--- config.mk ---
export PLATFORM = sky130hd
export DESIGN_NAME = sbd_fabric
export DESIGN_NICKNAME = d
export VERILOG_FILES = /design/src/logic/sbd_pkg.sv /design/src/logic/sbd_fabric.sv
export VERILOG_INCLUDE_DIRS = /design/src /design/src/logic
export SDC_FILE = /design/constraint.sdc
export NUM_CORES = 1
export LEC_CHECK = 0
export BUFFER_PORTS_ARGS = -buffer_cell sky130_fd_sc_hd__buf_2
export CORE_AREA = 2 2 310 312
export DETAILED_ROUTE_END_ITERATION = 16
export DIE_AREA = 0 0 312 314
export PLACE_DENSITY = 0.32
export SLEW_MARGIN = 20
export SYNTH_ARGS = -nofsm -noshare
export SYNTH_HDL_FRONTEND = slang
export SYNTH_SLANG_ARGS = --single-unit
--- constraint.sdc ---
create_clock -name mclk_in -period 3.9 [get_ports mclk_in]
set_input_delay 0.195 -clock mclk_in [delete_from_list [all_inputs] [get_ports mclk_in]]
set_output_delay 0.195 -clock mclk_in [all_outputs]
set_load 0.05 [all_outputs]
--- src/logic/sbd_regs.svh ---
// address map, lane and timing constants for the system bus decoder
// assumes inclusion by bare name from the package and the fabric module
`ifndef SBD_REGS_SVH
`define SBD_REGS_SVH

`define SBD_ROM_BASE     32'h0000_0000
`define SBD_ROM_LAST     32'h0003_FFFF
`define SBD_FLASH_BASE   32'h1000_0000
`define SBD_FLASH_LAST   32'h10FF_FFFF
`define SBD_SRAM_BASE    32'h2000_0000
`define SBD_SRAM_LAST    32'h2001_7FFF
`define SBD_LINK_BASE    32'h3000_0000
`define SBD_LINK_LAST    32'h3000_FFFF
`define SBD_PER0_BASE    32'h4000_0000
`define SBD_PER0_LAST    32'h4000_FFFF
`define SBD_GPIO_BASE    32'h4001_0000
`define SBD_GPIO_LAST    32'h4001_1FFF
`define SBD_SYSC_BASE    32'h4001_F000
`define SBD_SYSC_LAST    32'h4001_FFFF
`define SBD_PER1_BASE    32'h5000_0000
`define SBD_PER1_LAST    32'h5000_FFFF
`define SBD_OTP_BASE     32'h6000_0000
`define SBD_OTP_LAST     32'h6000_0FFF
`define SBD_DMA_BASE     32'h7000_0000
`define SBD_DMA_LAST     32'h7000_0FFF
`define SBD_MIC_BASE     32'h8000_0000
`define SBD_MIC_LAST     32'h8000_0FFF

`define SBD_NUM_REGIONS  11
`define SBD_NUM_MACROS   8
`define SBD_MACRO_LSB    14
`define SBD_MACRO_IDX_W  3
`define SBD_LINK_MACRO0  3'h6
`define SBD_LINK_MACRO_TOP 15

`define SBD_PWR_ON       2'h0
`define SBD_PWR_RETAIN   2'h1
`define SBD_PWR_OFF      2'h2

`define SBD_MCLK_HZ      40000000
`define SBD_QSPI_MAX_HZ  32000000
`define SBD_QSPI_CORES   3

`endif

--- src/logic/sbd_pkg.sv ---
// types shared by the system bus decoder fabric and its surroundings
// assumes sbd_regs.svh on the include path
`include "sbd_regs.svh"

package sbd_pkg;

	typedef enum logic [3:0] {
		SBD_RG_ROM, SBD_RG_FLASH, SBD_RG_SRAM, SBD_RG_LINK, SBD_RG_PER0, SBD_RG_GPIO,
		SBD_RG_SYSC, SBD_RG_PER1, SBD_RG_OTP, SBD_RG_DMA, SBD_RG_MIC, SBD_RG_NONE
	} sbd_region_t;

	typedef struct packed {
		logic        valid;
		logic        write;
		logic [1:0]  size;
		logic [31:0] addr;
		logic [31:0] wdata;
	} sbd_req_t;

	typedef struct packed {
		logic        done;
		logic        err;
		logic [31:0] rdata;
	} sbd_rsp_t;

	typedef struct packed {
		logic [`SBD_NUM_REGIONS-1:0] sel;
		logic                        write;
		logic [31:0]                 addr;
		logic [31:0]                 wdata;
		logic [3:0]                  be;
	} sbd_slv_req_t;

	typedef struct packed {
		logic       sclk;
		logic       cs_n;
		logic [3:0] dout;
		logic [3:0] oe_n;
	} sbd_qspi_pins_t;

endpackage : sbd_pkg

--- src/logic/sbd_fabric.sv ---
// system bus fabric: dma-first arbiter, address decoder, sram macro control,
// quad spi master-core selector
// assumes masters hold a request until done, slaves answer by ready, one clock
`include "sbd_regs.svh"

// Function
// - on simultaneous requests the dma engine is granted before the processor.
// - addresses 0x0000_0000 to 0x0003_FFFF go to the rom.
// - addresses 0x1000_0000 to 0x10FF_FFFF go to the mapped flash window.
// - addresses 0x2000_0000 to 0x2001_7FFF go to system sram.
// - addresses 0x3000_0000 to 0x3000_FFFF go to the radio link region.
// - addresses 0x4000_0000 to 0x4000_FFFF go to the first peripheral window.
// - addresses 0x4001_0000 to 0x4001_1FFF go to gpio.
// - addresses 0x4001_F000 to 0x4001_FFFF go to system control.
// - addresses 0x5000_0000 to 0x5000_FFFF go to the second peripheral window.
// - addresses 0x6000_0000 to 0x6000_0FFF go to otp memory.
// - addresses 0x7000_0000 to 0x7000_0FFF go to dma registers.
// - addresses 0x8000_0000 to 0x8000_0FFF go to the microphone interface.
// - sram is eight 16 KB macros, two kept for the link controller.
// - each macro's power state is chosen per low-power state independently.
// - quad spi serial clock never exceeds 32 MHz.
// - at most one of three master cores owns the quad spi port; select value 3 grants none.
// - single-bit core drives flash reads and writes by indirect addressing.
// - software-protocol core only shifts bits; software supplies the protocol.
// - direct-mapped core bridges the flash window with full hardware protocol.
// - bus data is little-endian on a 32-bit path.
// - the quad spi side runs on mclk_in; a separate high-power clock domain lies outside the fabric.
module sbd_fabric #(
	parameter int NUM_LP   = 4,
	parameter int DIV_W    = 8
) (
	input  wire logic                                      mclk_in,
	input  wire logic                                      srst_in,
	input  wire sbd_pkg::sbd_req_t                         cpu_req_in,
	output      sbd_pkg::sbd_rsp_t                         cpu_rsp_out,
	input  wire sbd_pkg::sbd_req_t                         dma_req_in,
	output      sbd_pkg::sbd_rsp_t                         dma_rsp_out,
	output      sbd_pkg::sbd_slv_req_t                     slv_req_out,
	input  wire logic [`SBD_NUM_REGIONS-1:0]               slv_ready_in,
	input  wire logic [`SBD_NUM_REGIONS-1:0][31:0]         slv_rdata_in,
	output      logic [`SBD_NUM_MACROS-1:0]                sram_macro_sel_out,
	input  wire logic [$clog2(NUM_LP)-1:0]                 lp_state_in,
	input  wire logic [NUM_LP-1:0][`SBD_NUM_MACROS-1:0][1:0] sram_pwr_cfg_in,
	output      logic [`SBD_NUM_MACROS-1:0][1:0]           sram_macro_pwr_out,
	input  wire logic [1:0]                                qspi_core_sel_in,
	input  wire sbd_pkg::sbd_qspi_pins_t [`SBD_QSPI_CORES-1:0] qspi_core_pins_in,
	output      logic [`SBD_QSPI_CORES-1:0]                qspi_core_grant_out,
	output      logic [`SBD_QSPI_CORES-1:0][3:0]           qspi_core_din_out,
	output      sbd_pkg::sbd_qspi_pins_t                   qspi_pins_out,
	input  wire logic [3:0]                                qspi_din_in,
	output      logic                                      qspi_tick_out
);
	import sbd_pkg::*;

	localparam int QSPI_DIV = (`SBD_MCLK_HZ + `SBD_QSPI_MAX_HZ - 1) / `SBD_QSPI_MAX_HZ;
	localparam logic [DIV_W-1:0] DIV_LAST = DIV_W'(QSPI_DIV - 1);

	typedef enum logic [1:0] {S_IDLE, S_ACCESS, S_DONE} sbd_state_t;

	function automatic logic in_range(input logic [31:0] a, input logic [31:0] lo,
		input logic [31:0] hi);
		in_range = (a >= lo) && (a <= hi);
	endfunction : in_range

	function automatic sbd_region_t decode(input logic [31:0] a);
		if (in_range(a, `SBD_ROM_BASE, `SBD_ROM_LAST))
			decode = SBD_RG_ROM;
		else if (in_range(a, `SBD_FLASH_BASE, `SBD_FLASH_LAST))
			decode = SBD_RG_FLASH;
		else if (in_range(a, `SBD_SRAM_BASE, `SBD_SRAM_LAST))
			decode = SBD_RG_SRAM;
		else if (in_range(a, `SBD_LINK_BASE, `SBD_LINK_LAST))
			decode = SBD_RG_LINK;
		else if (in_range(a, `SBD_PER0_BASE, `SBD_PER0_LAST))
			decode = SBD_RG_PER0;
		else if (in_range(a, `SBD_GPIO_BASE, `SBD_GPIO_LAST))
			decode = SBD_RG_GPIO;
		else if (in_range(a, `SBD_SYSC_BASE, `SBD_SYSC_LAST))
			decode = SBD_RG_SYSC;
		else if (in_range(a, `SBD_PER1_BASE, `SBD_PER1_LAST))
			decode = SBD_RG_PER1;
		else if (in_range(a, `SBD_OTP_BASE, `SBD_OTP_LAST))
			decode = SBD_RG_OTP;
		else if (in_range(a, `SBD_DMA_BASE, `SBD_DMA_LAST))
			decode = SBD_RG_DMA;
		else if (in_range(a, `SBD_MIC_BASE, `SBD_MIC_LAST))
			decode = SBD_RG_MIC;
		else
			decode = SBD_RG_NONE;
	endfunction : decode

	// little-endian lanes: byte n of the word sits on bits 8n+7..8n
	function automatic logic [3:0] lane_mask(input logic [1:0] size, input logic [1:0] lsb);
		logic [3:0] m;
		m = 4'h0;
		unique case (size)
			2'h0:    m = 4'h1 << lsb;
			2'h1:    m = 4'h3 << lsb;
			2'h2:    m = 4'hF;
			default: m = 4'h0;
		endcase
		lane_mask = m;
	endfunction : lane_mask

	function automatic logic aligned(input logic [1:0] size, input logic [1:0] lsb);
		unique case (size)
			2'h0:    aligned = 1'b1;
			2'h1:    aligned = (lsb[0] == 1'b0);
			2'h2:    aligned = (lsb == 2'h0);
			default: aligned = 1'b0;
		endcase
	endfunction : aligned

	sbd_state_t   state_reg;
	logic         owner_dma_reg;
	sbd_region_t  region_reg;
	logic         write_reg;
	logic [31:0]  addr_reg;
	logic [31:0]  wdata_reg;
	logic [3:0]   be_reg;
	logic         err_reg;
	logic [31:0]  rdata_reg;

	logic         take_dma;
	logic         take_any;
	sbd_req_t     pick;
	sbd_region_t  pick_region;
	logic         pick_ok;
	logic         slv_ready;
	logic [31:0]  slv_rdata;

	assign take_dma    = dma_req_in.valid;
	assign take_any    = dma_req_in.valid || cpu_req_in.valid;
	assign pick        = take_dma ? dma_req_in : cpu_req_in;
	assign pick_region = decode(pick.addr);
	assign pick_ok     = (pick_region != SBD_RG_NONE) && aligned(pick.size, pick.addr[1:0]);

	always_comb
	begin
		slv_ready = 1'b0;
		slv_rdata = 32'h0000_0000;
		if (region_reg != SBD_RG_NONE)
		begin
			slv_ready = slv_ready_in[region_reg];
			slv_rdata = slv_rdata_in[region_reg];
		end
	end

	// transfer sequencer: one transfer in flight, a gap cycle after each answer
	always_ff @(posedge mclk_in)
	begin
		if (srst_in)
			state_reg <= S_IDLE;
		else
		begin
			unique case (state_reg)
				S_IDLE:
					if (take_any)
						state_reg <= pick_ok ? S_ACCESS : S_DONE;
				S_ACCESS:
					if (slv_ready)
						state_reg <= S_DONE;
				S_DONE:
					state_reg <= S_IDLE;
			endcase
		end
	end

	// captured request
	always_ff @(posedge mclk_in)
	begin
		if (srst_in)
		begin
			owner_dma_reg <= 1'b0;
			region_reg    <= SBD_RG_NONE;
			write_reg     <= 1'b0;
			addr_reg      <= 32'h0000_0000;
			wdata_reg     <= 32'h0000_0000;
			be_reg        <= 4'h0;
		end
		else if (state_reg == S_IDLE && take_any)
		begin
			owner_dma_reg <= take_dma;
			region_reg    <= pick_ok ? pick_region : SBD_RG_NONE;
			write_reg     <= pick.write;
			addr_reg      <= pick.addr; // low bits kept for the read lane shift
			wdata_reg     <= pick.wdata << {pick.addr[1:0], 3'h0};
			be_reg        <= pick_ok ? lane_mask(pick.size, pick.addr[1:0]) : 4'h0;
		end
	end

	// answer data, shifted back to the low lanes
	always_ff @(posedge mclk_in)
	begin
		if (srst_in)
		begin
			err_reg   <= 1'b0;
			rdata_reg <= 32'h0000_0000;
		end
		else if (state_reg == S_IDLE && take_any)
		begin
			err_reg   <= !pick_ok;
			rdata_reg <= 32'h0000_0000;
		end
		else if (state_reg == S_ACCESS && slv_ready && !write_reg)
			rdata_reg <= slv_rdata >> {addr_reg[1:0], 3'h0};
	end

	// the flash window goes to the direct-mapped core through slave port FLASH
	always_ff @(posedge mclk_in)
	begin
		if (srst_in)
			slv_req_out <= '0;
		else if (state_reg == S_IDLE && take_any && pick_ok)
		begin
			slv_req_out.sel   <= `SBD_NUM_REGIONS'(1) << pick_region;
			slv_req_out.write <= pick.write;
			slv_req_out.addr  <= {pick.addr[31:2], 2'h0};
			slv_req_out.wdata <= pick.wdata << {pick.addr[1:0], 3'h0};
			slv_req_out.be    <= lane_mask(pick.size, pick.addr[1:0]);
		end
		else if (state_reg == S_ACCESS && slv_ready)
			slv_req_out <= '0;
	end

	// responses to the two masters
	always_ff @(posedge mclk_in)
	begin
		if (srst_in)
		begin
			cpu_rsp_out <= '0;
			dma_rsp_out <= '0;
		end
		else
		begin
			cpu_rsp_out <= '0;
			dma_rsp_out <= '0;
			if ((state_reg == S_ACCESS && slv_ready) ||
				(state_reg == S_IDLE && take_any && !pick_ok))
			begin
				if (state_reg == S_IDLE ? take_dma : owner_dma_reg)
				begin
					dma_rsp_out.done  <= 1'b1;
					dma_rsp_out.err   <= (state_reg == S_IDLE);
					dma_rsp_out.rdata <= (state_reg == S_IDLE || write_reg) ? 32'h0000_0000 :
						slv_rdata >> {addr_reg[1:0], 3'h0};
				end
				else
				begin
					cpu_rsp_out.done  <= 1'b1;
					cpu_rsp_out.err   <= (state_reg == S_IDLE);
					cpu_rsp_out.rdata <= (state_reg == S_IDLE || write_reg) ? 32'h0000_0000 :
						slv_rdata >> {addr_reg[1:0], 3'h0};
				end
			end
		end
	end

	// sram macro select: 16 KB per macro, link region low 32 KB on macros 6 and 7
	always_ff @(posedge mclk_in)
	begin
		if (srst_in)
			sram_macro_sel_out <= '0;
		else if (state_reg == S_IDLE && take_any && pick_ok)
		begin
			sram_macro_sel_out <= '0;
			if (pick_region == SBD_RG_SRAM)
				sram_macro_sel_out <= `SBD_NUM_MACROS'(1) <<
					pick.addr[`SBD_MACRO_LSB +: `SBD_MACRO_IDX_W];
			else if (pick_region == SBD_RG_LINK && pick.addr[`SBD_LINK_MACRO_TOP] == 1'b0)
				sram_macro_sel_out <= `SBD_NUM_MACROS'(1) <<
					(`SBD_LINK_MACRO0 + {2'h0, pick.addr[`SBD_MACRO_LSB]});
		end
		else if (state_reg == S_ACCESS && slv_ready)
			sram_macro_sel_out <= '0;
	end

	// per-macro power state follows the table row of the current low-power state
	always_ff @(posedge mclk_in)
	begin
		if (srst_in)
		begin
			for (int m = 0; m < `SBD_NUM_MACROS; m++)
				sram_macro_pwr_out[m] <= `SBD_PWR_ON;
		end
		else
			sram_macro_pwr_out <= sram_pwr_cfg_in[lp_state_in];
	end

	// serial-rate tick for the master cores, divided down to at most the flash limit
	logic [DIV_W-1:0] div_cnt_reg;

	always_ff @(posedge mclk_in)
	begin
		if (srst_in)
		begin
			div_cnt_reg   <= '0;
			qspi_tick_out <= 1'b0;
		end
		else if (div_cnt_reg >= DIV_LAST)
		begin
			div_cnt_reg   <= '0;
			qspi_tick_out <= 1'b1;
		end
		else
		begin
			div_cnt_reg   <= div_cnt_reg + DIV_W'(1);
			qspi_tick_out <= 1'b0;
		end
	end

	// core ownership: changes only while the current owner holds chip select high;
	// core 0 single-bit, core 1 software-shift, core 2 direct-mapped bridge
	logic [`SBD_QSPI_CORES-1:0] grant_next;

	always_comb
	begin
		grant_next = '0;
		if (qspi_core_sel_in < 2'(`SBD_QSPI_CORES))
			grant_next = `SBD_QSPI_CORES'(1) << qspi_core_sel_in;
	end

	always_ff @(posedge mclk_in)
	begin
		if (srst_in)
			qspi_core_grant_out <= '0;
		else if (qspi_pins_out.cs_n)
			qspi_core_grant_out <= grant_next;
	end

	// pin mux from the granted core, idle pins when none owns the port
	always_ff @(posedge mclk_in)
	begin
		if (srst_in)
		begin
			qspi_pins_out      <= '{sclk: 1'b0, cs_n: 1'b1, dout: 4'h0, oe_n: 4'hF};
			qspi_core_din_out  <= '0;
		end
		else
		begin
			qspi_pins_out     <= '{sclk: 1'b0, cs_n: 1'b1, dout: 4'h0, oe_n: 4'hF};
			qspi_core_din_out <= '0;
			for (int c = 0; c < `SBD_QSPI_CORES; c++)
			begin
				if (qspi_core_grant_out[c])
				begin
					qspi_pins_out        <= qspi_core_pins_in[c];
					qspi_core_din_out[c] <= qspi_din_in;
				end
			end
		end
	end

	// the flash side shares mclk_in here; a separate high-power clock is outside
	// this fabric and must retime qspi_pins_out if one is used

endmodule : sbd_fabric

==> run_results.csv <==
group,metric,value,unit
run_status,status,"complete, no violations",
placed_design,dp.cells,3297,
sta,hold_slack,0.0446,ns
synth,synthCells,1307,
power_and_ir_drop,power_density,313,nW/um2
placed_design,place_area,18300,um2
power_and_ir_drop,netSwitchingFraction,28.4,%
sta,setup_violations,0,
synth,synth.distinct_cells,71,
grt,met1_usage,19.5,%
detailed_routing,totalWireLength,89900,um
clock_tree,clk_latency,0.59,ns
worst_setup_path,crit_path_start_kind,"flip-flop",
floorplan,die_area,98000,um2
grt,grt_busiest_layer,"met2",
min_path,min_from,"sram_pwr_cfg_in[62]",
grt,grt_use_total,17.4,%
layout,syn2layout_area_growth,58.3,%
worst_setup_path,path_max_fanout,44,
worst_setup_path,worst-path-stages,8,
floorplan,die_h,314,um
worst_setup_path,r2r_end,"cpu_rsp_out[2]",
placed_design,dp_hpwl,75800,um
sta,fin_crit,3.07,ns
synth,ys_ff_latch,214,
worst_setup_path,critPathBufInv,2,
layout,fin_nets,2762,
synth,synth_top_area_share,33.5,%
detailed_routing,via_per_inst,4.26,
sta,worstMarginPinSlew,0.983,ns
layout,drive_above_1_share,46.7,%
power_and_ir_drop,p_clk_share,45.8,%
sta,rsz0062_at_grt,"false",
grt,antenna_found_initial,39,
placed_design,portBuffers,798,
worst_setup_path,crit_path_cell_trace,"buf_12 > buf_4 > mux4_2 > mux2i_1 > o22ai_1 > mux2i_1 > o22ai_1 > nor2b_1",
clock_tree,clkTransAtPathRegs,0.06,ns
layout,top_register,"slv_req_out",
synth,synthArstFlopShare,0,%
placed_design,gp_congestion,1.05,
detailed_routing,drt-pass1-iter-count,7,
layout,layoutNonFillerInstCount,3448,
worst_setup_path,cp-startpoint,"region_reg[0]",
worst_setup_path,ff2ff_setup_slack,0.83,ns
floorplan,initial_core_util,13.5,%
worst_setup_path,slowest_delay,0.54,ns
detailed_routing,ant_nets,0,
worst_setup_path,cp_data_arrival_time,3.52,ns
worst_setup_path,endpoint,"cpu_rsp_out[2]",
detailed_routing,drt_iter0_drc,794,
detailed_routing,wl_per_cell,26.1,um
synth,ys_top_cells_by_area,"dfxtp_1, mux4_2, mux2i_1",
power_and_ir_drop,p_int,4.53,mW
layout,finalInstanceArea,20200,um2
grt,gr-total-overflow,0,
clock_tree,htreeDepth,1,
synth,seq_area_frac_synth,33.5,%
grt,grt_pass1_vias,15387,
grt,grt_max_degree,62,
worst_setup_path,required,4.35,ns
synth,synth_area,12800,um2
clock_tree,cts_buffers,29,
sta,fmax,0.326,GHz
synth,synthFlopType,"dfxtp_1",
detailed_routing,drcViolationCount,0,
flow_run,cap_violations,0,
layout,largest_reg_flops,78,
power_and_ir_drop,pwr-share-seq,35.4,%
floorplan,pin_count,801,
worst_setup_path,cp-end-kind,"flip-flop",
floorplan,rows,113,
floorplan,die_w,312,um
layout,nFillCells,10625,
min_path,hold_path_class,"input port to flip-flop",
synth,avgSynthCellArea,9.78,um2
clock_tree,postCtsSetupRepairBufs,0,
sta,hold_viol,0,
worst_setup_path,r2r_start,"region_reg[0]",
layout,top_regs,"slv_req_out (78), cpu_rsp_out (34), dma_rsp_out (34)",
sta,skew,0.0344,ns
synth,synth-edff-count,0,
power_and_ir_drop,power_switching,1.80,mW
sta,tns,0,ns
grt,met2_usage,32.4,%
clock_tree,cts_root_buffer,"clkbuf_16",
layout,final-seq-area,4290,um2
sta,max-slew-margin-rel,34.0,%
power_and_ir_drop,p_comb_share,18.8,%
clock_tree,cts_num_sinks,214,
power_and_ir_drop,power.leakage,9.08,nW
grt,grtUsageMet3,5.01,%
worst_setup_path,crit_family,"multiplexers",
synth,yosysWarnings,0,
power_and_ir_drop,ir_drop,0.325,mV
worst_setup_path,critPathSlowestCell,"mux4_2",
grt,grt_pass1_wl,123000,um
detailed_routing,vias,14688,
clock_tree,cts_buffer_depth,3,
worst_setup_path,r2r_cells,8,
worst_setup_path,path_class,"flip-flop to flip-flop",
synth,synth_top_area_cell,"dfxtp_1",
sta,drv_slew,0,
floorplan,core_area,94400,um2
clock_tree,cts_tree,"built",
sta,period_share,78.6,%
layout,multi_input_area,7900,um2
==> cell usage after synthesis, drive strengths merged (29+ instances only) <==
library cell,instances
o22ai,53
nor3,29
a211oi,36
mux4,82
nor2b,48
nand2,54
nor2,90
and2,32
buf,59
o211ai,43
dfxtp,214
mux2i,146
a21oi,74
o21ai,32
clkbuf,63
==> routing by layer <==
metal | share of wire [%] | routed length, um
met5 | 0.13 | 113
met4 | 2.8 | 2510
met3 | 7.5 | 6750
met2 | 51 | 46200
met1 | 38 | 34300
==> metrics by stage <==
step / total power [mW] / utilization, % / setup WS, ns
floorplan: 2.82 / - / 1.47
detailed placement: 3.40 / 19.3 / 0.550
finish: 6.33 / 21.4 / 0.833
global placement: 3.40 / 19.3 / 0.622
CTS: 6.46 / 21.4 / 0.746
global route: 6.61 / 21.4 / 0.668
==> cell type report <==
class,instances,share of cell area (%)
antenna,6,0.0743
clock buffer,36,3.87
clock inverter,18,1.26
inverter,25,0.464
multi-input combinational,952,39.1
sequential,214,21.2
tap,1265,7.83
timing repair buffer,932,26.2
==> cell families (layout without fill, tap and decap cells) <==
logic type	after synthesis	count (layout)	synth area share [%]
other	1	13	0.0294
AND/OR/NAND/NOR	344	344	14.3
XOR/XNOR	1	1	0.0686
adder cells (fa/ha/maj)	5	5	0.490
flip-flops	214	214	33.5
AO/OA/AOI/OAI	353	353	19.4
buffers and inverters	147	1011	4.98
multiplexers	242	242	27.2
==> repair_timing <==
action                                  4_1_cts  5_1_grt
endpoints found under the setup margin        0        0
resized for setup                             0        0
hold buffers                                 91        0
endpoints found under the hold margin        58        0
==> power by group through the flow <==
stage	combinational, mW	sequential, mW	clock, mW
floorplan	0.449	2.37	0
global placement	1.12	2.29	0
detailed placement	1.12	2.29	0
CTS	1.20	2.24	3.01
global route	1.27	2.24	3.09
finish	1.19	2.24	2.90
==> worst reg2reg max path, cell delays in order, from the launching register on <==
cell and delay (ns):
dfxtp_4 0.42, buf_12 0.31, buf_4 0.37, mux4_2 0.55
mux2i_1 0.27, o22ai_1 0.24, mux2i_1 0.38, o22ai_1 0.22
nor2b_1 0.17
==> cell usage in the layout (no fill, tap or decap), types with 47 or more instances in the layout <==
cell	synthesis	final
buf_2	26	796
dfxtp_1	214	210
mux2i_1	146	145
dlygate4sd3_1	0	91
nor2_1	89	88
mux4_2	82	82
a21oi_1	74	74
o22ai_1	52	52
nand2_1	53	52
nor2b_1	48	47
==> worst min-delay path by stage <==
stage | slack, ns | to | cells after the start
final | 0.04 | sram_macro_pwr_out[14] | 3
after floorplan | 0.32 | qspi_core_din_out[0] | 1
after detailed placement | 0.43 | qspi_pins_out[6] | 3
after global placement | 0.43 | qspi_pins_out[6] | 3
after global routing | 0.009 | sram_macro_pwr_out[2] | 3
after CTS | 0.0009 | sram_macro_pwr_out[14] | 3
(Power assumes the default switching activity.)
